### config.mk
export PLATFORM = sky130hd
export DESIGN_NAME = flash_burst_read_wait_control
export DESIGN_NICKNAME = d
export VERILOG_FILES = /design/src/hdl/flash_burst_pkg.sv /design/src/hdl/pin_sync.sv /design/src/hdl/flash_burst_read_wait_control.sv
export VERILOG_INCLUDE_DIRS = /design/src /design/src/hdl
export SDC_FILE = /design/constraint.sdc
export NUM_CORES = 1
export LEC_CHECK = 0
export ABC_AREA = 0
export BUFFER_PORTS_ARGS = -buffer_cell sky130_fd_sc_hd__buf_2
export CAP_MARGIN = 0
export CORE_MARGIN = 4
export CORE_UTILIZATION = 50
export DETAILED_ROUTE_END_ITERATION = 10
export PLACE_DENSITY = 0.72
export SLEW_MARGIN = 20
export SYNTH_ARGS = -nofsm -noshare
export SYNTH_HDL_FRONTEND = slang
export SYNTH_SLANG_ARGS = --single-unit
export TNS_END_PERCENT = 5
### constraint.sdc
create_clock -name pclk -period 2.9 [get_ports pclk]
set_input_delay 0.435 -clock pclk [delete_from_list [all_inputs] [get_ports pclk]]
set_output_delay 0.435 -clock pclk [all_outputs]
set_load 0.02 [all_outputs]
### src/hdl/flash_burst_cfg.svh
`ifndef FLASH_BURST_CFG_SVH
`define FLASH_BURST_CFG_SVH

// ----------------------------------------------------------------
// Widths
// ----------------------------------------------------------------
`define ADDR_W 22
`define DATA_W 16
`define PIN_W 27

// ----------------------------------------------------------------
// Register byte offsets
// ----------------------------------------------------------------
`define OFF_CONFIG 8'h00
`define OFF_CONTROL 8'h04
`define OFF_PATTERN 8'h08
`define OFF_STATUS 8'h0c

// ----------------------------------------------------------------
// Read configuration fields and reset values
// ----------------------------------------------------------------
`define CFG_RESET 16'hbfcf
`define CFG_MASK 16'hbfcf
`define CTRL_RESET 1'b1
`define PATTERN_RESET 16'h0000
`define BIT_MODE 15
`define LAT_HI 13
`define LAT_LO 11
`define BIT_POL 10
`define BIT_HOLD 9
`define BIT_WDLY 8
`define BIT_ORDER 7
`define BIT_NOWRAP 3
`define LEN_HI 2
`define LEN_LO 0
`define LEN_4 3'h1
`define LEN_8 3'h2
`define LEN_16 3'h3
`define LEN_CONT 3'h7
`define ROW_MASK 4'hf

`endif

### src/hdl/flash_burst_pkg.sv
`include "flash_burst_cfg.svh"

package flash_burst_pkg;

   // ----------------------------------------------------------------
   // Burst sequencer states
   // ----------------------------------------------------------------
   typedef enum logic [2:0] {st_idle, st_latency, st_burst, st_row_delay, st_done}
      burst_state_type;

   // ----------------------------------------------------------------
   // Whole state of the control block
   // ----------------------------------------------------------------
   typedef struct packed {
      burst_state_type state;
      logic [15:0] cfg;
      logic array_mode;
      logic [`DATA_W-1:0] pattern;
      logic [31:0] prdata;
      logic bclk_prev;
      logic [`ADDR_W-1:0] addr;
      logic [1:0] start_off;
      logic [3:0] cnt;
      logic hold;
      logic [4:0] words_left;
      logic cont;
      logic delay_done;
      logic valid;
      logic [`DATA_W-1:0] dout;
      logic dout_oe;
      logic wait_out;
      logic wait_oe;
   } ctrl_state_type;

endpackage

### src/hdl/pin_sync.sv
`timescale 1ns/10ps
`default_nettype none

// Two-stage synchroniser for a group of pins from outside the clock domain
module pin_sync #(
   parameter int WIDTH = 1
) (
   // Clock and reset
   input wire logic pclk,
   input wire logic presetn,
   // Pins
   input wire logic [WIDTH-1:0] pins,
   output logic [WIDTH-1:0] pins_sync
);

   typedef struct packed {
      logic [WIDTH-1:0] s1;
      logic [WIDTH-1:0] s2;
   } sync_state_type;

   sync_state_type s_q;
   sync_state_type s_d;

   // First stage feeds only the second stage
   always_comb
   begin
      s_d.s1 = pins;
      s_d.s2 = s_q.s1;
   end

   // Pins idle high after reset: enables and strobes are active low
   always_ff @(posedge pclk or negedge presetn)
   begin
      if (!presetn)
         s_q <= '1;
      else
         s_q <= s_d;
   end

   assign pins_sync = s_q.s2;

endmodule

`default_nettype wire

### src/hdl/flash_burst_read_wait_control.sv
// Decided for this implementation: the register addresses and the APB slave port.
`timescale 1ns/10ps
`default_nettype none
`include "flash_burst_cfg.svh"

module flash_burst_read_wait_control (
   // Clock and reset
   input wire logic pclk,
   input wire logic presetn,
   // APB slave
   input wire logic psel,
   input wire logic penable,
   input wire logic pwrite,
   input wire logic [7:0] paddr,
   input wire logic [31:0] pwdata,
   output logic [31:0] prdata,
   output logic pready,
   output logic pslverr,
   // Flash pins from the burst master
   input wire logic burst_clk,
   input wire logic chip_enable_n,
   input wire logic output_enable_n,
   input wire logic write_enable_n,
   input wire logic address_valid_n,
   input wire logic [`ADDR_W-1:0] address,
   // Flash pins toward the burst master
   output logic [`DATA_W-1:0] data_out,
   output logic data_oe,
   output logic wait_out,
   output logic wait_oe
);

   // ----------------------------------------------------------------
   // Pin synchronisation
   // ----------------------------------------------------------------
   logic [`PIN_W-1:0] pins_s;
   logic bclk_s;
   logic ce_n_s;
   logic oe_n_s;
   logic we_n_s;
   logic addr_valid_n_s;
   logic [`ADDR_W-1:0] addr_s;

   pin_sync #(.WIDTH(`PIN_W)) u_pin_sync (
      .pclk(pclk),
      .presetn(presetn),
      .pins({burst_clk, chip_enable_n, output_enable_n, write_enable_n,
             address_valid_n, address}),
      .pins_sync(pins_s)
   );

   // Unpack the synchronised pin group
   assign {bclk_s, ce_n_s, oe_n_s, we_n_s, addr_valid_n_s, addr_s} = pins_s;

   flash_burst_pkg::ctrl_state_type s_q;
   flash_burst_pkg::ctrl_state_type s_d;

   // ----------------------------------------------------------------
   // Decoded configuration
   // ----------------------------------------------------------------
   logic sync_mode;
   logic no_wrap;
   logic [2:0] lat;
   logic [2:0] len_code;
   logic bclk_rise;
   logic apb_wr;
   logic apb_setup;
   logic [`ADDR_W-1:0] next_addr;
   logic [`ADDR_W-1:0] len_mask;
   logic cross_next;
   logic [3:0] delay_sum;
   logic [3:0] row_delay;
   logic wait_asserted;

   // Config fields and link edge
   assign sync_mode = !s_q.cfg[`BIT_MODE];
   assign no_wrap = s_q.cfg[`BIT_NOWRAP];
   assign lat = s_q.cfg[`LAT_HI:`LAT_LO];
   assign len_code = s_q.cfg[`LEN_HI:`LEN_LO];
   assign bclk_rise = bclk_s && !s_q.bclk_prev;
   assign apb_setup = psel && !penable;
   assign apb_wr = psel && penable && pwrite;

   // Length group mask; continuous bursts never wrap
   always_comb
   begin
      if (len_code == `LEN_4)
         len_mask = `ADDR_W'(3);
      else if (len_code == `LEN_8)
         len_mask = `ADDR_W'(7);
      else if (len_code == `LEN_16)
         len_mask = `ADDR_W'(15);
      else
         len_mask = '0;
   end

   // Linear order only: the order bit has no other defined setting
   always_comb
   begin
      if (!no_wrap && !s_q.cont)
         next_addr = (s_q.addr & ~len_mask) | (`ADDR_W'(s_q.addr + 1'b1) & len_mask);
      else
         next_addr = `ADDR_W'(s_q.addr + 1'b1);
   end

   // Row crossing ahead: misaligned start, linear no-wrap or continuous, once only
   assign cross_next = (s_q.state == flash_burst_pkg::st_burst) && !s_q.delay_done
      && (s_q.start_off != 2'h0) && (no_wrap || s_q.cont)
      && (s_q.addr[3:0] == `ROW_MASK) && (s_q.cont || s_q.words_left > 5'd1);

   // Delay grows with the start offset; last word of a group costs latency minus one, never less than one
   assign delay_sum = {1'b0, lat} + {2'b00, s_q.start_off};
   assign row_delay = (delay_sum > 4'd4) ? 4'(delay_sum - 4'd4) : 4'd1;

   // Wait is released only for valid synchronous array data outside writes
   assign wait_asserted = !(sync_mode
      && s_q.array_mode
      && s_q.valid
      && we_n_s
      && !(s_q.cfg[`BIT_WDLY] && cross_next));

   // ----------------------------------------------------------------
   // Next state
   // ----------------------------------------------------------------
   always_comb
   begin
      s_d = s_q;
      s_d.bclk_prev = bclk_s;

      // APB read data is captured in the setup cycle, unmapped reads give zero
      if (apb_setup)
      begin
         if (paddr == `OFF_CONFIG)
            s_d.prdata = {16'h0000, s_q.cfg};
         else if (paddr == `OFF_CONTROL)
            s_d.prdata = {31'h0, s_q.array_mode};
         else if (paddr == `OFF_PATTERN)
            s_d.prdata = {16'h0000, s_q.pattern};
         else if (paddr == `OFF_STATUS)
            s_d.prdata = {16'h0000, s_q.addr[7:0], 3'h0, s_q.state, s_q.valid,
                          wait_asserted};
         else
            s_d.prdata = 32'h0;
      end

      // APB writes; reserved configuration bits stay zero
      if (apb_wr)
      begin
         if (paddr == `OFF_CONFIG)
            s_d.cfg = pwdata[15:0] & `CFG_MASK;
         else if (paddr == `OFF_CONTROL)
            s_d.array_mode = pwdata[0];
         else if (paddr == `OFF_PATTERN)
            s_d.pattern = pwdata[15:0];
      end

      // Burst sequencer, advanced on each rising edge of the burst clock
      if (ce_n_s || !sync_mode)
      begin
         s_d.state = flash_burst_pkg::st_idle;
         s_d.valid = 1'b0;
         s_d.addr = addr_s;
      end
      else if (bclk_rise)
      begin
         if (!addr_valid_n_s)
         begin
            s_d.state = flash_burst_pkg::st_latency;
            s_d.addr = addr_s;
            s_d.start_off = addr_s[1:0];
            s_d.cnt = {1'b0, lat};
            s_d.valid = 1'b0;
            s_d.delay_done = 1'b0;
            s_d.cont = (len_code != `LEN_4) && (len_code != `LEN_8)
               && (len_code != `LEN_16);
            s_d.words_left = 5'(len_mask) + 5'd1;
         end
         else
         begin
            case (s_q.state)
               flash_burst_pkg::st_latency, flash_burst_pkg::st_row_delay:
               begin
                  if (s_q.cnt <= 4'd1)
                  begin
                     s_d.state = flash_burst_pkg::st_burst;
                     s_d.valid = 1'b1;
                     s_d.hold = s_q.cfg[`BIT_HOLD];
                  end
                  else
                     s_d.cnt = s_q.cnt - 4'd1;
               end
               flash_burst_pkg::st_burst:
               begin
                  if (s_q.hold)
                     s_d.hold = 1'b0;
                  else if ((!s_q.cont && s_q.words_left == 5'd1)
                     || (s_q.cont && &s_q.addr))
                  begin
                     s_d.state = flash_burst_pkg::st_done;
                     s_d.valid = 1'b0;
                  end
                  else
                  begin
                     s_d.addr = next_addr;
                     s_d.words_left = s_q.words_left - 5'd1;
                     s_d.hold = s_q.cfg[`BIT_HOLD];
                     if (cross_next)
                     begin
                        s_d.state = flash_burst_pkg::st_row_delay;
                        s_d.cnt = row_delay;
                        s_d.valid = 1'b0;
                        s_d.delay_done = 1'b1;
                     end
                  end
               end
               default:
                  s_d.valid = 1'b0;
            endcase
         end
      end

      // Pin outputs; asynchronous reads follow the address pins directly
      s_d.dout = (sync_mode ? s_q.addr[`DATA_W-1:0] : addr_s[`DATA_W-1:0]) ^ s_q.pattern;
      s_d.dout_oe = !ce_n_s && !oe_n_s && we_n_s;
      s_d.wait_oe = !ce_n_s;
      s_d.wait_out = wait_asserted ? s_q.cfg[`BIT_POL] : !s_q.cfg[`BIT_POL];
   end

   // State register
   always_ff @(posedge pclk or negedge presetn)
   begin
      if (!presetn)
      begin
         s_q <= '0;
         s_q.state <= flash_burst_pkg::st_idle;
         s_q.cfg <= `CFG_RESET;
         s_q.array_mode <= `CTRL_RESET;
         s_q.pattern <= `PATTERN_RESET;
         s_q.bclk_prev <= 1'b1;
         s_q.wait_out <= 1'b1;
      end
      else
         s_q <= s_d;
   end

   // ----------------------------------------------------------------
   // Outputs
   // ----------------------------------------------------------------
   assign prdata = s_q.prdata;
   assign pready = psel && penable;
   assign pslverr = psel && penable && (paddr != `OFF_CONFIG) && (paddr != `OFF_CONTROL)
      && (paddr != `OFF_PATTERN) && (paddr != `OFF_STATUS);
   assign data_out = s_q.dout;
   assign data_oe = s_q.dout_oe;
   assign wait_out = s_q.wait_out;
   assign wait_oe = s_q.wait_oe;

   // ----------------------------------------------------------------
   // Checks
   // ----------------------------------------------------------------
   a_wait_float:
   assert property (@(posedge pclk) disable iff (!presetn)
      ce_n_s |=> !wait_oe)
      else $error("wait driven while chip enable is high");

   a_deassert_valid:
   assert property (@(posedge pclk) disable iff (!presetn)
      (wait_oe && wait_out != $past(s_q.cfg[`BIT_POL])) |-> $past(s_q.valid))
      else $error("wait released without valid data");

   a_async_wait:
   assert property (@(posedge pclk) disable iff (!presetn)
      ($past(s_q.cfg[`BIT_MODE]) && $past(s_q.cfg[`BIT_MODE], 2) && wait_oe)
      |-> wait_out == $past(s_q.cfg[`BIT_POL]))
      else $error("wait not asserted in asynchronous mode");

   a_nonarray_wait:
   assert property (@(posedge pclk) disable iff (!presetn)
      (!$past(s_q.array_mode) && wait_oe) |-> wait_out == $past(s_q.cfg[`BIT_POL]))
      else $error("wait not asserted for non-array read");

   a_write_wait:
   assert property (@(posedge pclk) disable iff (!presetn)
      (!we_n_s && !ce_n_s) |=> (wait_out == $past(s_q.cfg[`BIT_POL])))
      else $error("wait not asserted during write");

   a_two_clock_hold:
   assert property (@(posedge pclk) disable iff (!presetn)
      (bclk_rise && addr_valid_n_s && !ce_n_s && sync_mode
       && s_q.state == flash_burst_pkg::st_burst && s_q.cfg[`BIT_HOLD] && s_q.hold)
      |=> ($stable(s_q.addr) && s_q.state == flash_burst_pkg::st_burst))
      else $error("two-clock hold word changed early");

   a_row_delay_once:
   assert property (@(posedge pclk) disable iff (!presetn)
      (s_q.state != flash_burst_pkg::st_row_delay && s_d.state == flash_burst_pkg::st_row_delay)
      |=> (s_q.delay_done && s_q.start_off != 2'h0 && s_q.addr[3:0] == 4'h0))
      else $error("row delay taken on aligned start or off boundary");

   a_worst_delay:
   assert property (@(posedge pclk) disable iff (!presetn)
      (s_d.state == flash_burst_pkg::st_row_delay && s_q.state == flash_burst_pkg::st_burst
       && s_q.start_off == 2'h3) |=> s_q.cnt == {1'b0, lat} - 4'd1)
      else $error("worst-case row delay not latency minus one");

   a_wrap_group:
   assert property (@(posedge pclk) disable iff (!presetn)
      (s_q.state == flash_burst_pkg::st_burst && !no_wrap && !s_q.cont && len_code == `LEN_4
       && !ce_n_s && sync_mode && addr_valid_n_s)
      |=> s_q.addr[`ADDR_W-1:2] == $past(s_q.addr[`ADDR_W-1:2]))
      else $error("wrapped burst left its group");

   a_early_wait:
   assert property (@(posedge pclk) disable iff (!presetn)
      (cross_next && s_q.cfg[`BIT_WDLY] && wait_oe) |=> wait_out == $past(s_q.cfg[`BIT_POL]))
      else $error("wait not raised a data cycle before row delay");

endmodule

`default_nettype wire

==> reports/metrics.cfg <==
[critical_path]
worst_r2r_path_depth = 8
worstSetupStartpointType = flip-flop
cpPeakStageDelay_ns = 0.48
crit_top_cell = o21ai_0
crit_fanout = 31
path_cells = ha_1, nand2_1, or4_4, o21a_4, a31oi_4, buf_4, o21ai_0, o21ai_0
cp.required_ns = 3.25
path_class = reg2reg
slowest_stage = or4_4
cp-end-kind = flip-flop
crit_arrival_ns = 2.77

[pwr]
power_density_nw_per_um2 = 639
p_leak_nw = 3.70
power_w = 0.00532
irDropWorstVdd_v = 0.000430

[yosys]
ys_seq_elements = 160
async_flop_share_pct = 100
synth_area_per_cell_sq_um = 11.3
syn_inst = 653
synth_top_cell_area_share_pct = 30.5
synth.cell_area_sq_um = 7390
ys_top_cells_by_area = dfrtp_1 (30%), dfstp_2 (25%), mux2_2 (5.6%), buf_4 (5.1%), o21ai_0 (3.3%)
synth.distinct_cells = 66
yosysSeqAreaShare_pct = 55.4
yosysWarnings = 0
synth_flop_cell = dfrtp_1
synth_edf_count = 0
yosysTopAreaCell = dfrtp_1

[drt]
antenna_left = 0
drt-initial-drc-count = 609
routed-via-count = 5225
drt-total-wl_mm = 16.9
dr.pass1.iters = 8
vias_per_cell = 5.71
drc = 0
wl_per_cell_um = 18.4

[place]
gp_congestion = 0.919
postPlaceCellArea_sq_um = 7780
port_buffers = 92
dp_slack_ns = 0.509
dp_hpwl_mm = 11.9

[global_route]
grt_max_degree = 73
first_global_vias = 5090
antenna_found_initial = 0
grt_pass1_wl_mm = 26.6
grt_use_total_pct = 20.4
gr-total-overflow = 0

[sta]
fmax_mhz = 412
drv_slew = 0
max_slew.worst_pin.slew_ns = 0.721
setup_tns_ns = 0
finalCritPeriodShare_pct = 83.6
max_slew_margin_pct = 51.9
setup_ws_ns = 0.475
setup_violations = 0
rsz0062_at_grt = false
worst_hold_slack_ns = 0.0343
period_minus_slack_ns = 2.42
fin_skew_ns = 0.0125
hold_viol = 0

[cts]
cts_buffer_depth = 2
clock_latency_ns = 0.43
h-tree-depth = 4
clkTransAtPathRegs_ns = 0.06
cts-resized-gates = 0
cts_tree = yes
clock-sinks = 160
cts_buffers = 17
post_cts_buffers = 0
hold_buffers = 0
clockRootBuffer = clkbuf_16

[die]
die_y_um = 130
initial_core_util_pct = 51.0
fp.dieArea_sq_um = 16800
row_count = 44
die_x_um = 130
io_pins = 125
core_region_area_sq_um = 14500

[final_layout]
layout_commonest_cell = buf_2
final_cell_mix = buf_2 (91), dfrtp_1 (90), dfstp_2 (70)
diodes = 0
nets = 798
final_area_sq_um = 8330
area.growth.synth_to_final_pct = 12.8
drive_above_1_share_pct = 35.2
fillers = 1173

[job]
cap_violations = 0

[run_status]
status = finished, final reports clean

[hold_path]
hold_class = in2async

path summary, 6_finish.rpt:
path,from,slack (ns),end
max,s_q[34],0.48,s_q[39]
min,presetn,0.03,s_q[47]
min in group pclk,address[6],0.10,u_pin_sync.s_d[6]
max in group asynchronous,presetn,2.12,s_q[105]
min reg2reg,u_pin_sync.s_d[10],0.35,u_pin_sync.pins_sync[10]
max reg2reg,s_q[34],0.48,s_q[39]
per-stage QoR:
stage | utilization, % | instances
final | 57.6 | 915
after floorplan | - | 668
after detailed placement | 53.7 | 883
after global routing | 57.6 | 915
after global placement | 53.7 | 883
after CTS | 57.6 | 915
synthesized netlist by cell type, types with 3 or more instances:
cell	number
dfrtp_1	90
a21oi_1	26
a22oi_1	6
a31oi_1	6
a222oi_1	13
and3_1	11
dfstp_2	70
or4_1	3
xnor2_1	19
nand3_1	8
o211ai_1	4
nor2_1	41
buf_6	3
o21ai_0	49
buf_4	50
a21boi_0	4
nand4_1	3
ha_1	7
inv_1	14
mux2i_1	19
clkbuf_1	17
mux2_2	37
nor2b_1	6
nand2_1	52
o32a_1	3
nor3_1	14
nand2b_1	7
o2bb2ai_1	3
o21ai_1	5
nor4_1	7
and2_1	6
buf_2	3
nor3_2	3
state kept, by name, summed over array words and instances (netlist names), 3 cells and up:
signal                count
len_code                  3
data_out                 16
prdata                   16
u_pin_sync.s_d           27
u_pin_sync.pins_sync     27
lat                       3
s_q                      64
area by class of cell:
cell class	instances	area (sq um)	share of cell area [%]
multi-input cells	419	2810	33.7
flip-flops and latches	160	4090	49.1
clock inverters	11	106	1.28
clock buffers	21	450	5.41
well taps	184	230	2.76
repair buffers	106	597	7.16
inverters	14	52.6	0.631
metal layers:
metal,vias up,share of wire (%),global-route usage [%]
met1,2564,44,28.4
met2,218,46,31.7
met5,-,0,0
li1,2416,-,-
met3,27,7.7,4.95
met4,0,2.1,6.66
logic make-up after synthesis:
family,after synthesis,share of synthesized area [%]
compound gates,144,13.2
flops,160,55.4
xor+xnor,21,2.49
fa+ha+maj,8,1.46
other cells,1,0.0508
buf+inv,89,7.42
mux,56,8.21
simple gates,174,11.8
worst max-delay path, delay by kind of cell, from the launching register on:
kind	cells	cell delay, ns
AND/OR/NAND/NOR	2	0.61
AO/OA/AOI/OAI	4	0.71
flip-flops	1	0.45
buffers and inverters	1	0.28
adder cells (fa/ha/maj)	1	0.28
report_power, final:
group          leakage [nW]  switching (W)  internal (W)
sequential             1.92       0.000158       0.00243
combinational          1.53       0.000369      0.000256
clock                 0.264       0.000902       0.00121
total                  3.70        0.00143       0.00389
Power figures use the tool's default switching activity.
